## src/common/shb_consts.svh

```systemverilog
`ifndef SHB_CONSTS_SVH
`define SHB_CONSTS_SVH
// ****************************************
// configuration port map and keys
// ****************************************
`define SHB_CFG_INDEX_PORT 16'h004E
`define SHB_CFG_DATA_PORT 16'h004F
`define SHB_KEY_ENTER 8'h55
`define SHB_KEY_EXIT 8'hAA
`define SHB_IDX_LDN 8'h07
`define SHB_IDX_MODE 8'hF0
`define SHB_LDN_CH_A 8'h04
`define SHB_LDN_CH_B 8'h05
`define SHB_MODE_HS_BIT 1
// ****************************************
// serial channel register map
// ****************************************
`define SHB_UART_BASE_A 16'h03E8
`define SHB_UART_BASE_B 16'h02E8
`define SHB_OFS_DIV_LO 3'h0
`define SHB_OFS_DIV_HI 3'h1
`define SHB_OFS_LCR 3'h3
`define SHB_LCR_LATCH_BIT 7
`define SHB_LCR_EIGHT_NONE_ONE 8'h03
`define SHB_DIV_HS_SLOW 16'h8002
`define SHB_DIV_HS_FAST 16'h8001
// ****************************************
// reset values
// ****************************************
`define SHB_RST_BYTE 8'h00
`define SHB_RST_DIV 16'h0000
`define SHB_UNMAPPED_READ 8'hFF
// ****************************************
// rates and clock
// ****************************************
`define SHB_BAUD_HS_SLOW 230400
`define SHB_BAUD_HS_FAST 460800
`define SHB_OVERSAMPLE 16
`define SHB_CLK_HZ 25000000
`define SHB_NORMAL_PRESCALE_MAX 2'h3
`endif

```

## src/common/shb_pkg.sv

```systemverilog
package shb_pkg;
    // character format handed to the serial channel, low lcr bits in order
    typedef struct packed {
        logic break_ctl;
        logic stick_par;
        logic even_par;
        logic parity_en;
        logic two_stop;
        logic [1:0] word_len;
    } shb_fmt_type;

    typedef enum {
        SHB_RUN_MODE,
        SHB_CFG_MODE
    } shb_cfg_state_type;
endpackage

```

## src/hdl/shb_high_speed_cfg.sv

```systemverilog
`include "shb_consts.svh"
module shb_high_speed_cfg #(
    parameter int ACC_W = 24
) (
    // clock and reset
    input wire logic REF_CLK,
    input wire logic RST,
    // host byte-wide i/o port
    input wire logic [15:0] IO_ADDR,
    input wire logic [7:0] IO_WDATA,
    input wire logic IO_WR,
    input wire logic IO_RD,
    output logic [7:0] IO_RDATA,
    output logic IO_RACK,
    // serial channel controls, index 0 is channel a
    output logic [1:0] BAUD16X_TICK,
    output logic [1:0] HS_ACTIVE,
    output shb_pkg::shb_fmt_type [1:0] LINE_FMT,
    output logic CFG_MODE
);
    // ****************************************
    // elaboration checks and constants
    // ****************************************
    // the fast reference is the 16x clock of the top rate; normal rates run a quarter of it
    localparam logic [63:0] FAST_REF_HZ = 64'(`SHB_BAUD_HS_FAST) * 64'(`SHB_OVERSAMPLE);
    localparam logic [63:0] ACC_INC64 = (FAST_REF_HZ << ACC_W) / 64'(`SHB_CLK_HZ);
    localparam logic [ACC_W-1:0] ACC_INC = ACC_INC64[ACC_W-1:0];
    localparam logic [15:0] UART_BASE [2] = '{`SHB_UART_BASE_A, `SHB_UART_BASE_B};
    localparam logic [7:0] LDN_CODE [2] = '{`SHB_LDN_CH_A, `SHB_LDN_CH_B};

    generate
        if (ACC_W < 16 || ACC_W > 32) begin : g_bad_acc
            $error("accumulator width out of range");
        end
    endgenerate

    function automatic logic chan_hit(input logic [15:0] addr, input logic [15:0] base);
        return addr[15:3] == base[15:3];
    endfunction

    // ****************************************
    // configuration access
    // ****************************************
    shb_pkg::shb_cfg_state_type state_q;
    logic [7:0] index_q;
    logic [7:0] ldn_q;
    logic [7:0] mode_q [2];
    logic cfg_on;
    logic wr_idx;
    logic wr_dat;
    logic rd_idx;
    logic rd_dat;

    assign cfg_on = (state_q == shb_pkg::SHB_CFG_MODE);
    assign wr_idx = IO_WR && (IO_ADDR == `SHB_CFG_INDEX_PORT);
    assign wr_dat = IO_WR && (IO_ADDR == `SHB_CFG_DATA_PORT);
    assign rd_idx = IO_RD && (IO_ADDR == `SHB_CFG_INDEX_PORT);
    assign rd_dat = IO_RD && (IO_ADDR == `SHB_CFG_DATA_PORT);

    always_ff @(posedge REF_CLK) begin
        if (RST) begin
            state_q <= shb_pkg::SHB_RUN_MODE;
        end else if (wr_idx) begin
            case (state_q)
                shb_pkg::SHB_RUN_MODE: begin
                    if (IO_WDATA == `SHB_KEY_ENTER) begin
                        state_q <= shb_pkg::SHB_CFG_MODE;
                    end
                end
                shb_pkg::SHB_CFG_MODE: begin
                    if (IO_WDATA == `SHB_KEY_EXIT) begin
                        state_q <= shb_pkg::SHB_RUN_MODE;
                    end
                end
                default: begin
                    state_q <= shb_pkg::SHB_RUN_MODE;
                end
            endcase
        end
    end

    // the exit key is not taken as an index, so the pointer survives a lock
    always_ff @(posedge REF_CLK) begin
        if (RST) begin
            index_q <= `SHB_RST_BYTE;
        end else if (wr_idx && cfg_on && IO_WDATA != `SHB_KEY_EXIT) begin
            index_q <= IO_WDATA;
        end
    end

    always_ff @(posedge REF_CLK) begin
        if (RST) begin
            ldn_q <= `SHB_RST_BYTE;
        end else if (wr_dat && cfg_on && index_q == `SHB_IDX_LDN) begin
            ldn_q <= IO_WDATA;
        end
    end

    always_ff @(posedge REF_CLK) begin
        if (RST) begin
            CFG_MODE <= 1'b0;
        end else begin
            CFG_MODE <= cfg_on;
        end
    end

    // ****************************************
    // shared rate reference
    // ****************************************
    logic [ACC_W-1:0] acc_q;
    logic [ACC_W:0] acc_sum;
    logic [1:0] pre_q;
    logic fast_tick_q;
    logic base_tick_q;

    assign acc_sum = {1'b0, acc_q} + {1'b0, ACC_INC};

    // phase accumulation keeps the long-run rate exact at the cost of tick jitter
    always_ff @(posedge REF_CLK) begin
        if (RST) begin
            acc_q <= '0;
            fast_tick_q <= 1'b0;
        end else begin
            acc_q <= acc_sum[ACC_W-1:0];
            fast_tick_q <= acc_sum[ACC_W];
        end
    end

    always_ff @(posedge REF_CLK) begin
        if (RST) begin
            pre_q <= 2'h0;
            base_tick_q <= 1'b0;
        end else begin
            base_tick_q <= acc_sum[ACC_W] && (pre_q == `SHB_NORMAL_PRESCALE_MAX);
            if (acc_sum[ACC_W]) begin
                pre_q <= pre_q + 2'h1;
            end
        end
    end

    // ****************************************
    // serial channels
    // ****************************************
    logic [15:0] div_q [2];
    logic [7:0] lcr_q [2];
    logic [15:0] cnt_q [2];
    logic [1:0] hs_eff;
    logic [1:0] ch_tick_q;

    for (genvar g = 0; g < 2; g++) begin : g_ch
        logic uwr;
        logic latch_open;
        logic div_wr;
        logic [15:0] eff_div;
        logic src_tick;

        assign uwr = IO_WR && chan_hit(IO_ADDR, UART_BASE[g]);
        assign latch_open = lcr_q[g][`SHB_LCR_LATCH_BIT];
        assign div_wr = uwr && latch_open && (IO_ADDR[2:0] == `SHB_OFS_DIV_LO || IO_ADDR[2:0] == `SHB_OFS_DIV_HI);
        // both the mode bit and divisor bit 15 are needed for the fast mapping
        assign hs_eff[g] = mode_q[g][`SHB_MODE_HS_BIT] && div_q[g][15];
        assign eff_div = hs_eff[g] ? {1'b0, div_q[g][14:0]} : div_q[g];
        assign src_tick = hs_eff[g] ? fast_tick_q : base_tick_q;

        always_ff @(posedge REF_CLK) begin
            if (RST) begin
                mode_q[g] <= `SHB_RST_BYTE;
            end else if (wr_dat && cfg_on && index_q == `SHB_IDX_MODE && ldn_q == LDN_CODE[g]) begin
                mode_q[g] <= IO_WDATA;
            end
        end

        always_ff @(posedge REF_CLK) begin
            if (RST) begin
                div_q[g] <= `SHB_RST_DIV;
            end else if (div_wr && IO_ADDR[2:0] == `SHB_OFS_DIV_LO) begin
                div_q[g][7:0] <= IO_WDATA;
            end else if (div_wr) begin
                div_q[g][15:8] <= IO_WDATA;
            end
        end

        always_ff @(posedge REF_CLK) begin
            if (RST) begin
                lcr_q[g] <= `SHB_RST_BYTE;
            end else if (uwr && IO_ADDR[2:0] == `SHB_OFS_LCR) begin
                lcr_q[g] <= IO_WDATA;
            end
        end

        // divisor zero stops the ticks; a divisor write restarts the count
        always_ff @(posedge REF_CLK) begin
            if (RST) begin
                cnt_q[g] <= 16'h0000;
                ch_tick_q[g] <= 1'b0;
            end else if (div_wr) begin
                cnt_q[g] <= 16'h0000;
                ch_tick_q[g] <= 1'b0;
            end else begin
                ch_tick_q[g] <= src_tick && cnt_q[g] == 16'h0000 && eff_div != 16'h0000;
                if (src_tick && eff_div != 16'h0000) begin
                    cnt_q[g] <= (cnt_q[g] == 16'h0000) ? eff_div - 16'h0001 : cnt_q[g] - 16'h0001;
                end
            end
        end

        always_ff @(posedge REF_CLK) begin
            if (RST) begin
                BAUD16X_TICK[g] <= 1'b0;
                HS_ACTIVE[g] <= 1'b0;
                LINE_FMT[g] <= '0;
            end else begin
                BAUD16X_TICK[g] <= ch_tick_q[g];
                HS_ACTIVE[g] <= hs_eff[g];
                LINE_FMT[g] <= shb_pkg::shb_fmt_type'(lcr_q[g][6:0]);
            end
        end
    end

    // ****************************************
    // read path
    // ****************************************
    logic [7:0] cfg_val;
    logic [7:0] rd_val;

    always_comb begin
        cfg_val = `SHB_RST_BYTE;
        case (index_q)
            `SHB_IDX_LDN: cfg_val = ldn_q;
            `SHB_IDX_MODE: begin
                for (int c = 0; c < 2; c++) begin
                    if (ldn_q == LDN_CODE[c]) begin
                        cfg_val = mode_q[c];
                    end
                end
            end
            default: cfg_val = `SHB_RST_BYTE;
        endcase
    end

    // locked configuration ports and unowned addresses float high
    always_comb begin
        rd_val = `SHB_UNMAPPED_READ;
        if (rd_idx && cfg_on) begin
            rd_val = index_q;
        end else if (rd_dat && cfg_on) begin
            rd_val = cfg_val;
        end
        for (int c = 0; c < 2; c++) begin
            if (chan_hit(IO_ADDR, UART_BASE[c])) begin
                if (IO_ADDR[2:0] == `SHB_OFS_LCR) begin
                    rd_val = lcr_q[c];
                end else if (IO_ADDR[2:0] == `SHB_OFS_DIV_LO && lcr_q[c][`SHB_LCR_LATCH_BIT]) begin
                    rd_val = div_q[c][7:0];
                end else if (IO_ADDR[2:0] == `SHB_OFS_DIV_HI && lcr_q[c][`SHB_LCR_LATCH_BIT]) begin
                    rd_val = div_q[c][15:8];
                end
            end
        end
    end

    always_ff @(posedge REF_CLK) begin
        if (RST) begin
            IO_RDATA <= `SHB_UNMAPPED_READ;
            IO_RACK <= 1'b0;
        end else begin
            IO_RACK <= IO_RD;
            if (IO_RD) begin
                IO_RDATA <= rd_val;
            end
        end
    end
endmodule

```

## config.mk

```make
export PLATFORM = sky130hd
export DESIGN_NAME = shb_high_speed_cfg
export DESIGN_NICKNAME = d
export VERILOG_FILES = /design/src/common/shb_pkg.sv /design/src/hdl/shb_high_speed_cfg.sv
export VERILOG_INCLUDE_DIRS = /design/src /design/src/common
export SDC_FILE = /design/constraint.sdc
export NUM_CORES = 1
export LEC_CHECK = 0
export BUFFER_PORTS_ARGS = -buffer_cell sky130_fd_sc_hd__buf_2
export CAP_MARGIN = 0
export CORE_UTILIZATION = 35
export DETAILED_ROUTE_END_ITERATION = 16
export GPL_TIMING_DRIVEN = 1
export PLACE_DENSITY = 0.49
export SLEW_MARGIN = 40
export SYNTH_ARGS = -nofsm -noshare
export SYNTH_HDL_FRONTEND = slang
export SYNTH_SLANG_ARGS = --single-unit
```

## constraint.sdc

```tcl
create_clock -name REF_CLK -period 5.05 [get_ports REF_CLK]
set_clock_uncertainty 0.1 [all_clocks]
set_input_delay 1.01 -clock REF_CLK [delete_from_list [all_inputs] [get_ports REF_CLK]]
set_output_delay 1.01 -clock REF_CLK [all_outputs]
set_load 0.05 [all_outputs]
```

==> flow_summary.ini, run 1 <==
[synthesis]
ys_seq_area_frac = 0.503
syn_area_mm2 = 0.00868
synthTopCellsByCount = 110 x nor2_1, 96 x edfxtp_1, 80 x a21oi_1, 74 x dfxtp_1, 68 x and2_1
ys.flop_type = edfxtp_1
avgSynthCellArea_um2 = 9.90
syn-num-nets = 909
yosysTopAreaCellShare = 0.332
synth_area_leaders = edfxtp_1 33%, dfxtp_1 17%, and2_1 4.9%
ys_types = 80
syn_inst = 877
ys_async_sr_fraction = 0
yosysTopAreaCell = edfxtp_1
synth_warnings = 0
synth_edf_count = 96
synth.ff_latch_count = 170
yosysMostFrequentCell = nor2_1

[finish]
fill_cells = 2404
diodes = 0
ff_latch_area_mm2 = 0.00436
utilization = 0.402
finalNetCount = 940
drive_above_1_share = 0.150
multi_input_area_mm2 = 0.00410
syn2layout_area_growth_pct = 12.6

[sta]
worst_pin_slew_ns = 0.787
post-route-min-period_ns = 3.43
maxSlewHeadroom = 0.471
finalSetupViolCount = 0
hold_viol = 0
slew_viol_final = 0
fin_crit_sh = 0.679
grt_setup_unrepaired = false
fmax_mhz = 292
finalSetupTns_ns = 0

[die]
die_area_mm2 = 0.0254
die_height_um = 159
die_w_um = 159
placement_rows = 57
io_pins = 56
core_mm2 = 0.0243
initial_core_util = 0.357

[worst_setup_path]
path_common_cell = a21oi_1
cp_num_buf_inv = 0
cp_top_family = simple AND/OR/NAND/NOR gates
crit_path_start_kind = flip-flop
required_ns = 5.21
slowest_stage = and2_1
arrival_ns = 3.59
critPathCaptureType = flip-flop
crit_type = flip-flop to flip-flop
r2r-start = cnt_q[0][7]
crit_path_cell_trace = or3_4 > nor4_4 > and2_1 > a21oi_1 > ha_1 > nand2_1 > a21oi_1 > nor2b_1 > o21a_1 > a211oi_1
startpoint = cnt_q[0][7]
max_stage_delay_ns = 0.65
path_max_fanout = 18

[pwr]
worst_ir_drop_vdd_mv = 0.192
p_sw_mw = 0.979
comb_power_share = 0.129
power.density_mw_per_mm2 = 351
p_total_mw = 3.43
p_int_mw = 2.45
switching_share = 0.285
p_clk_frac = 0.388
p_leak_nw = 3.48
p_seq_frac = 0.484

[grt]
grt_pass1_wl_um = 38100
antenna_found_initial = 1
grt_max_degree = 51
first_global_vias = 6511
grt-ovfl-total = 0
track_usage = 0.196

[routing]
first_pass_iters = 5
wl_um = 24300
drt_iter0_drc = 519
vias = 6754
drc = 0
ant_nets = 0
via_per_inst = 5.42
routedWlPerCell_um = 19.5

[clock_network]
cts_setup_buffers = 0
post_cts_resized = 0
cts_root_buf = clkbuf_16
cts_buffers = 17
cts_tree = built
clock_latency_ns = 0.45
cts_buffer_depth = 2
clk_pin_slew_worst_paths_ns = 0.07
htreeDepth = 4
postCtsHoldBufs = 0
clkSinkCount = 170

[placement]
dpl.hpwl_um = 17100
port_buffers = 55
place_congestion = 0.858

[worst_hold_path]
hp-class = flip-flop to flip-flop
worstHoldStart = ch_tick_q[1]

[run_status]
outcome = complete, no violations

[job]
maxCapViolations = 0
-- stage by stage --
stage	std cells	cell area (um^2)	hold WS, ns	worst slack, ns
after floorplan	877	8680	0.314	1.82
after global routing	1245	9770	0.367	1.31
after detailed placement	1213	9180	0.353	1.29
after global placement	1213	9180	0.328	1.35
after CTS	1245	9770	0.362	1.64
final	1245	9770	0.356	1.62
-- final timing paths --
check	depth (start not counted)	endpoint	slack, ns
worst min register to register	1	BAUD16X_TICK[1]	0.36
worst min-delay path	1	BAUD16X_TICK[1]	0.36
worst max-delay path	10	cnt_q[0][4]	1.62
worst max register to register	10	cnt_q[0][4]	1.62
-- power by group through the flow --
stage               clock (mW)  combinational (mW)  sequential [mW]
finish                    1.33               0.441             1.66
global route              1.41               0.494             1.67
CTS                       1.36               0.443             1.66
detailed placement           0               0.441             1.69
global placement             0               0.441             1.69
floorplan                    0               0.336             1.67
-- flip-flops by register name, summed over array words and instances (netlist names), 8 cells and up --
| signal | cells |
|---|---|
| cnt_q | 32 |
| acc_q | 23 |
| IO_RDATA | 8 |
| lcr_q | 16 |
| mode_q | 16 |
| LINE_FMT | 14 |
| ldn_q | 8 |
| div_q | 32 |
| index_q | 8 |
-- placed cells by master (no fill, tap or decap), types with 7 or more instances in the layout --
cell type / netlist / layout
nor2b_1: 24 / 24
o21ai_0: 25 / 25
nor4_1: 13 / 13
edfxtp_1: 96 / 96
nand2b_1: 10 / 8
mux2i_1: 16 / 16
mux2_2: 11 / 11
a221oi_1: 8 / 8
xnor2_1: 25 / 25
and2_1: 68 / 68
a21oi_1: 80 / 80
nand2_1: 43 / 43
o21a_1: 7 / 7
or2_2: 10 / 10
o211ai_1: 16 / 16
o21bai_1: 8 / 7
nor2_1: 110 / 110
xor2_1: 11 / 11
or3_1: 8 / 8
buf_2: 11 / 55
dfxtp_1: 74 / 74
clkbuf_16: 0 / 17
nand3_1: 19 / 19
nor3_1: 25 / 25
-- layer usage --
layer | vias to the layer above | wire (um) | track usage
met5 | - | 0 | 0
met4 | 0 | 305 | 0.0551
met3 | 23 | 1340 | 0.0370
met2 | 200 | 10700 | 0.297
met1 | 3257 | 11900 | 0.284
li1 | 3274 | - | -
-- cell type report --
| type | count | area share |
|---|---|---|
| clock inverter | 14 | 0.0156 |
| multi-input combinational | 654 | 0.419 |
| timing repair buffer | 58 | 0.0305 |
| sequential | 170 | 0.446 |
| clock buffer | 18 | 0.0439 |
| inverter | 7 | 0.00269 |
| tap | 324 | 0.0415 |
-- worst reg2reg max path, delay by kind of cell, from the launching register on --
family	cells	cell delay [ns]
AO/OA/AOI/OAI	4	0.62
adder cells (fa/ha/maj)	1	0.28
flip-flops	1	0.42
AND/OR/NAND/NOR	5	1.84
-- cell families (layout without fill, tap and decap cells) --
logic type / Yosys count / after routing / synth area share
AOI/OAI and AO/OA: 199 / 199 / 0.148
muxes: 28 / 28 / 0.0345
adders and majority gates: 4 / 4 / 0.00577
and+or+nand+nor: 387 / 387 / 0.247
xor gates and xnor gates: 36 / 36 / 0.0363
DFF: 170 / 170 / 0.503
buffers and inverters: 53 / 97 / 0.0258
Note: power is estimated with default switching activity, not from simulation.
==> run 2: changes to the inputs <==
--- a/config.mk
+++ b/config.mk
@@ -11,7 +11,7 @@
 export CORE_UTILIZATION = 35
 export DETAILED_ROUTE_END_ITERATION = 16
 export GPL_TIMING_DRIVEN = 1
-export PLACE_DENSITY = 0.49
+export PLACE_DENSITY = 0.51
 export SLEW_MARGIN = 40
 export SYNTH_ARGS = -nofsm -noshare
 export SYNTH_HDL_FRONTEND = slang
==> constraint.sdc (replaced) <==
create_clock -name REF_CLK -period 3.15 [get_ports REF_CLK]
set_clock_uncertainty 0.1 [all_clocks]
set_input_delay 0.63 -clock REF_CLK [delete_from_list [all_inputs] [get_ports REF_CLK]]
set_output_delay 0.63 -clock REF_CLK [all_outputs]
set_load 0.05 [all_outputs]
==> flow_summary.ini, run 2 (synthesis gave the netlist of run 1 again) <==
[run_status]
outcome = complete, no violations

[grt]
grt_max_degree = 32
antenna_found_initial = 1
track_usage = 0.193
first_global_vias = 6621
grt_pass1_wl_um = 37900
grt-ovfl-total = 0

[worst_setup_path]
arrival_ns = 2.76
critPathCaptureType = flip-flop
required_ns = 3.22
crit_type = flip-flop to flip-flop
regToRegSetupSlack_ns = 0.46
crit_path_start_kind = flip-flop
path_max_fanout = 5

[clock_network]
postCtsHoldBufs = 0
cts_setup_buffers = 0
cts_buffer_depth = 2
clock_latency_ns = 0.43
post_cts_resized = 0
clk_pin_slew_worst_paths_ns = 0.07
cts_buffers = 17
clkSinkCount = 170
cts_tree = built
cts_root_buf = clkbuf_16
htreeDepth = 4

[sta]
finalSetupViolCount = 0
fin_crit_sh = 0.853
grt_setup_unrepaired = false
post-route-min-period_ns = 2.69
maxSlewHeadroom = 0.583
fmax_mhz = 372
worst_pin_slew_ns = 0.621
finalSetupTns_ns = 0
hold_viol = 0
slew_viol_final = 0

[die]
placement_rows = 57
initial_core_util = 0.357
die_height_um = 159
io_pins = 56
die_w_um = 159
core_mm2 = 0.0243
die_area_mm2 = 0.0254

[routing]
routedWlPerCell_um = 19.0
first_pass_iters = 5
ant_nets = 0
via_per_inst = 5.40
vias = 6868
drt_iter0_drc = 487
drc = 0
wl_um = 24200

[placement]
dpl.hpwl_um = 17000
place_congestion = 0.866
port_buffers = 55

[finish]
mostFrequentLayoutCells = 110 x nor2_1, 96 x edfxtp_1, 80 x a21oi_1
final_common_cell = nor2_1
diodes = 0
fill_cells = 2435
finalNetCount = 966
drive_above_1_share = 0.169
syn2layout_area_growth_pct = 14.5
reg_top3 = cnt_q: 32 flops, div_q: 32 flops, acc_q: 23 flops
utilization = 0.409

[job]
maxCapViolations = 0

[pwr]
power.density_mw_per_mm2 = 547
p_leak_nw = 3.60
worst_ir_drop_vdd_mv = 0.273

[worst_hold_path]
hp-class = flip-flop to flip-flop
[run 2: metal layers]
metal  vias up  part of all wire  GRT usage
met5         -                 0          0
met4         0             0.014     0.0538
met3        23             0.064     0.0341
met2       228              0.45      0.297
met1      3297              0.47      0.275
li1       3320                 -          -
[run 2: critical path, stage by stage (launching register included)]
cell	delay [ns]
edfxtp_1	0.45
nor4_1	0.11
nor2b_1	0.15
and2_1	0.20
a21oi_1	0.21
ha_1	0.27
nand2_1	0.07
a21oi_1	0.40
o2111ai_1	0.22
xnor2_1	0.19
nor2_1	0.06
[run 2: final timing paths]
check                     from               to  depth (start not counted)
hold reg to reg   ch_tick_q[1]  BAUD16X_TICK[1]                          1
hold / removal    ch_tick_q[1]  BAUD16X_TICK[1]                          1
setup reg to reg   cnt_q[0][4]     cnt_q[0][14]                         10
setup / recovery   cnt_q[0][4]     cnt_q[0][14]                         10
[run 2: metrics by stage]
step           hold WS, ns  setup WS (ns)  cells  power [mW]  instance area, um^2
6_report             0.341          0.464   1271        5.44                 9940
5_1_grt              0.376          0.196   1271        5.65                 9940
4_1_cts              0.346          0.478   1271        5.47                 9940
3_5_place_dp         0.329          0.196   1239        3.43                 9380
3_3_place_gp         0.327          0.209   1239        3.42                 9380
2_1_floorplan        0.314          0.296    877        3.22                 8680
[run 2: power by group]
part	total, mW	switching (mW)	internal [mW]
Combinational	0.723	0.410	0.313
Clock	2.06	1.00	1.06
Sequential	2.66	0.160	2.50
Total	5.44	1.57	3.86
[run 2: area by class of cell]
| cell class | instances | area [um^2] | share of cell area |
|---|---|---|---|
| sequential | 170 | 4360 | 0.439 |
| inverter | 7 | 26.3 | 0.00264 |
| tap | 324 | 405 | 0.0408 |
| clock inverter | 13 | 125 | 0.0126 |
| clock buffer | 19 | 433 | 0.0436 |
| multi-input combinational | 654 | 4090 | 0.412 |
| timing repair buffer | 84 | 493 | 0.0496 |
==> run 3: changes to the inputs <==
--- a/config.mk
+++ b/config.mk
@@ -10,8 +10,10 @@
 export CAP_MARGIN = 0
 export CORE_UTILIZATION = 35
 export DETAILED_ROUTE_END_ITERATION = 16
+export GPL_ROUTABILITY_DRIVEN = 1
 export GPL_TIMING_DRIVEN = 1
 export PLACE_DENSITY = 0.51
+export RECOVER_POWER = 50
 export SLEW_MARGIN = 40
 export SYNTH_ARGS = -nofsm -noshare
 export SYNTH_HDL_FRONTEND = slang
==> flow_summary.ini, run 3 (synthesis gave the netlist of run 1 again) <==
[run_status]
outcome = complete, no violations

[worst_setup_path]
arrival_ns = 3.07
crit_path_start_kind = input pin
path_max_fanout = 13
rr_endpoint = cnt_q[0][14]
r2r-start = cnt_q[0][4]
required_ns = 3.34
crit_type = input pin to flip-flop
crit_end = div_q[0][4]
critPathCaptureType = flip-flop
startpoint = IO_ADDR[12]
reg2reg_depth = 10
regToRegSetupSlack_ns = 0.45

[placement]
place_congestion = 0.866
placed_cell_area_mm2 = 0.00938
port_buffers = 55
placed_cells = 1239
dpl.hpwl_um = 17000

[finish]
diodes = 0
drive_above_1_share = 0.122
final_common_cell = nor2_1
finalNetCount = 966
fill_cells = 2463
fin_area_mm2 = 0.00983
final_cell_count_no_fill = 1271
syn2layout_area_growth_pct = 13.3
reg_top3 = cnt_q: 32 flops, div_q: 32 flops, acc_q: 23 flops
mostFrequentLayoutCells = 110 x nor2_1, 96 x edfxtp_1, 80 x a21oi_1

[die]
initial_core_util = 0.357
die_area_mm2 = 0.0254
die_height_um = 159
die_w_um = 159
core_mm2 = 0.0243
io_pins = 56
placement_rows = 57

[sta]
whs_ns = 0.342
fmax_mhz = 347
hold_viol = 0
post-route-min-period_ns = 2.88
fin_crit_sh = 0.915
finalSetupTns_ns = 0
slew_viol_final = 0
maxSlewHeadroom = 0.203
finalSetupViolCount = 0
grt_setup_unrepaired = false
worst_pin_slew_ns = 1.19

[grt]
grt_max_degree = 32
antenna_found_initial = 1
first_global_vias = 6621
track_usage = 0.193
grt_pass1_wl_um = 37900
grt-ovfl-total = 0

[clock_network]
cts_buffer_depth = 2
clkSinkCount = 170
clk_pin_slew_worst_paths_ns = 0.07
clock_latency_ns = 0.43
post_cts_resized = 0
cts_setup_buffers = 0
cts_tree = built
cts_root_buf = clkbuf_16
cts_buffers = 17
htreeDepth = 4
postCtsHoldBufs = 0

[routing]
ant_nets = 0
drc = 0
vias = 6828
highest_layer = met4
wl_met1_um = 11600
dr_wl_met2_um = 10800
drt_iter0_drc = 519
wl_met3_um = 1380
via_per_inst = 5.37
wl_um = 24200
first_pass_iters = 5
routedWlPerCell_um = 19.0

[pwr]
p_int_mw = 3.86
worst_ir_drop_vdd_mv = 0.255
p_sw_mw = 1.57
comb_power_share = 0.131
switching_share = 0.289
p_seq_frac = 0.490
p_leak_nw = 3.47
p_clk_frac = 0.379
power.density_mw_per_mm2 = 552

[worst_hold_path]
hp-class = flip-flop to flip-flop

[job]
maxCapViolations = 0
-- run 3: cell types whose count changed in the layout (fill, tap and decap cells not counted), moves of 7 or more --
cell,delta
and2_0,+7
and2_1,-7
buf_2,-30
buf_4,-10
clkbuf_1,+39
-- run 3: power groups by stage --
stage               sequential, mW  combinational (mW)  clock, mW
detailed placement            2.70               0.725          0
finish                        2.66               0.713       2.06
global placement              2.70               0.723          0
global route                  2.69               0.793       2.16
CTS                           2.65               0.730       2.09
floorplan                     2.68               0.539          0
-- run 3: routing by layer --
layer | vias to the layer above | global-route usage
met4 | 0 | 0.0538
met5 | - | 0
met3 | 29 | 0.0341
met1 | 3260 | 0.275
met2 | 219 | 0.297
li1 | 3320 | -
-- run 3: worst min-delay path by stage --
stage,startpoint,endpoint,slack (ns),cells past startpoint
CTS,ch_tick_q[1],BAUD16X_TICK[1],0.35,1
detailed placement,ch_tick_q[1],BAUD16X_TICK[1],0.33,1
global placement,ch_tick_q[1],BAUD16X_TICK[1],0.33,1
floorplan,ch_tick_q[0],BAUD16X_TICK[0],0.31,1
global route,ch_tick_q[1],BAUD16X_TICK[1],0.38,1
finish,ch_tick_q[1],BAUD16X_TICK[1],0.34,1
-- run 3: per-stage QoR --
step | worst slack [ns] | util | power (mW)
floorplan | 0.296 | - | 3.22
global placement | 0.209 | 0.386 | 3.42
detailed placement | 0.196 | 0.386 | 3.43
CTS | 0.478 | 0.409 | 5.47
global route | 0.178 | 0.404 | 5.64
finish | 0.267 | 0.404 | 5.43
-- run 3: critical path: stages --
cell,delay [ns]
buf_2,0.09
or4_1,0.57
and4bb_1,0.65
nand3_1,0.29
nor3_1,0.62
and2_0,0.21
-- run 3: area by class of cell --
type | instances | area, um^2 | share of cell area
timing repair buffer | 84 | 419 | 0.0426
multi-input combinational | 654 | 4060 | 0.413
inverter | 7 | 26.3 | 0.00267
sequential | 170 | 4360 | 0.444
tap | 324 | 405 | 0.0412
clock inverter | 13 | 125 | 0.0127
clock buffer | 19 | 433 | 0.0440
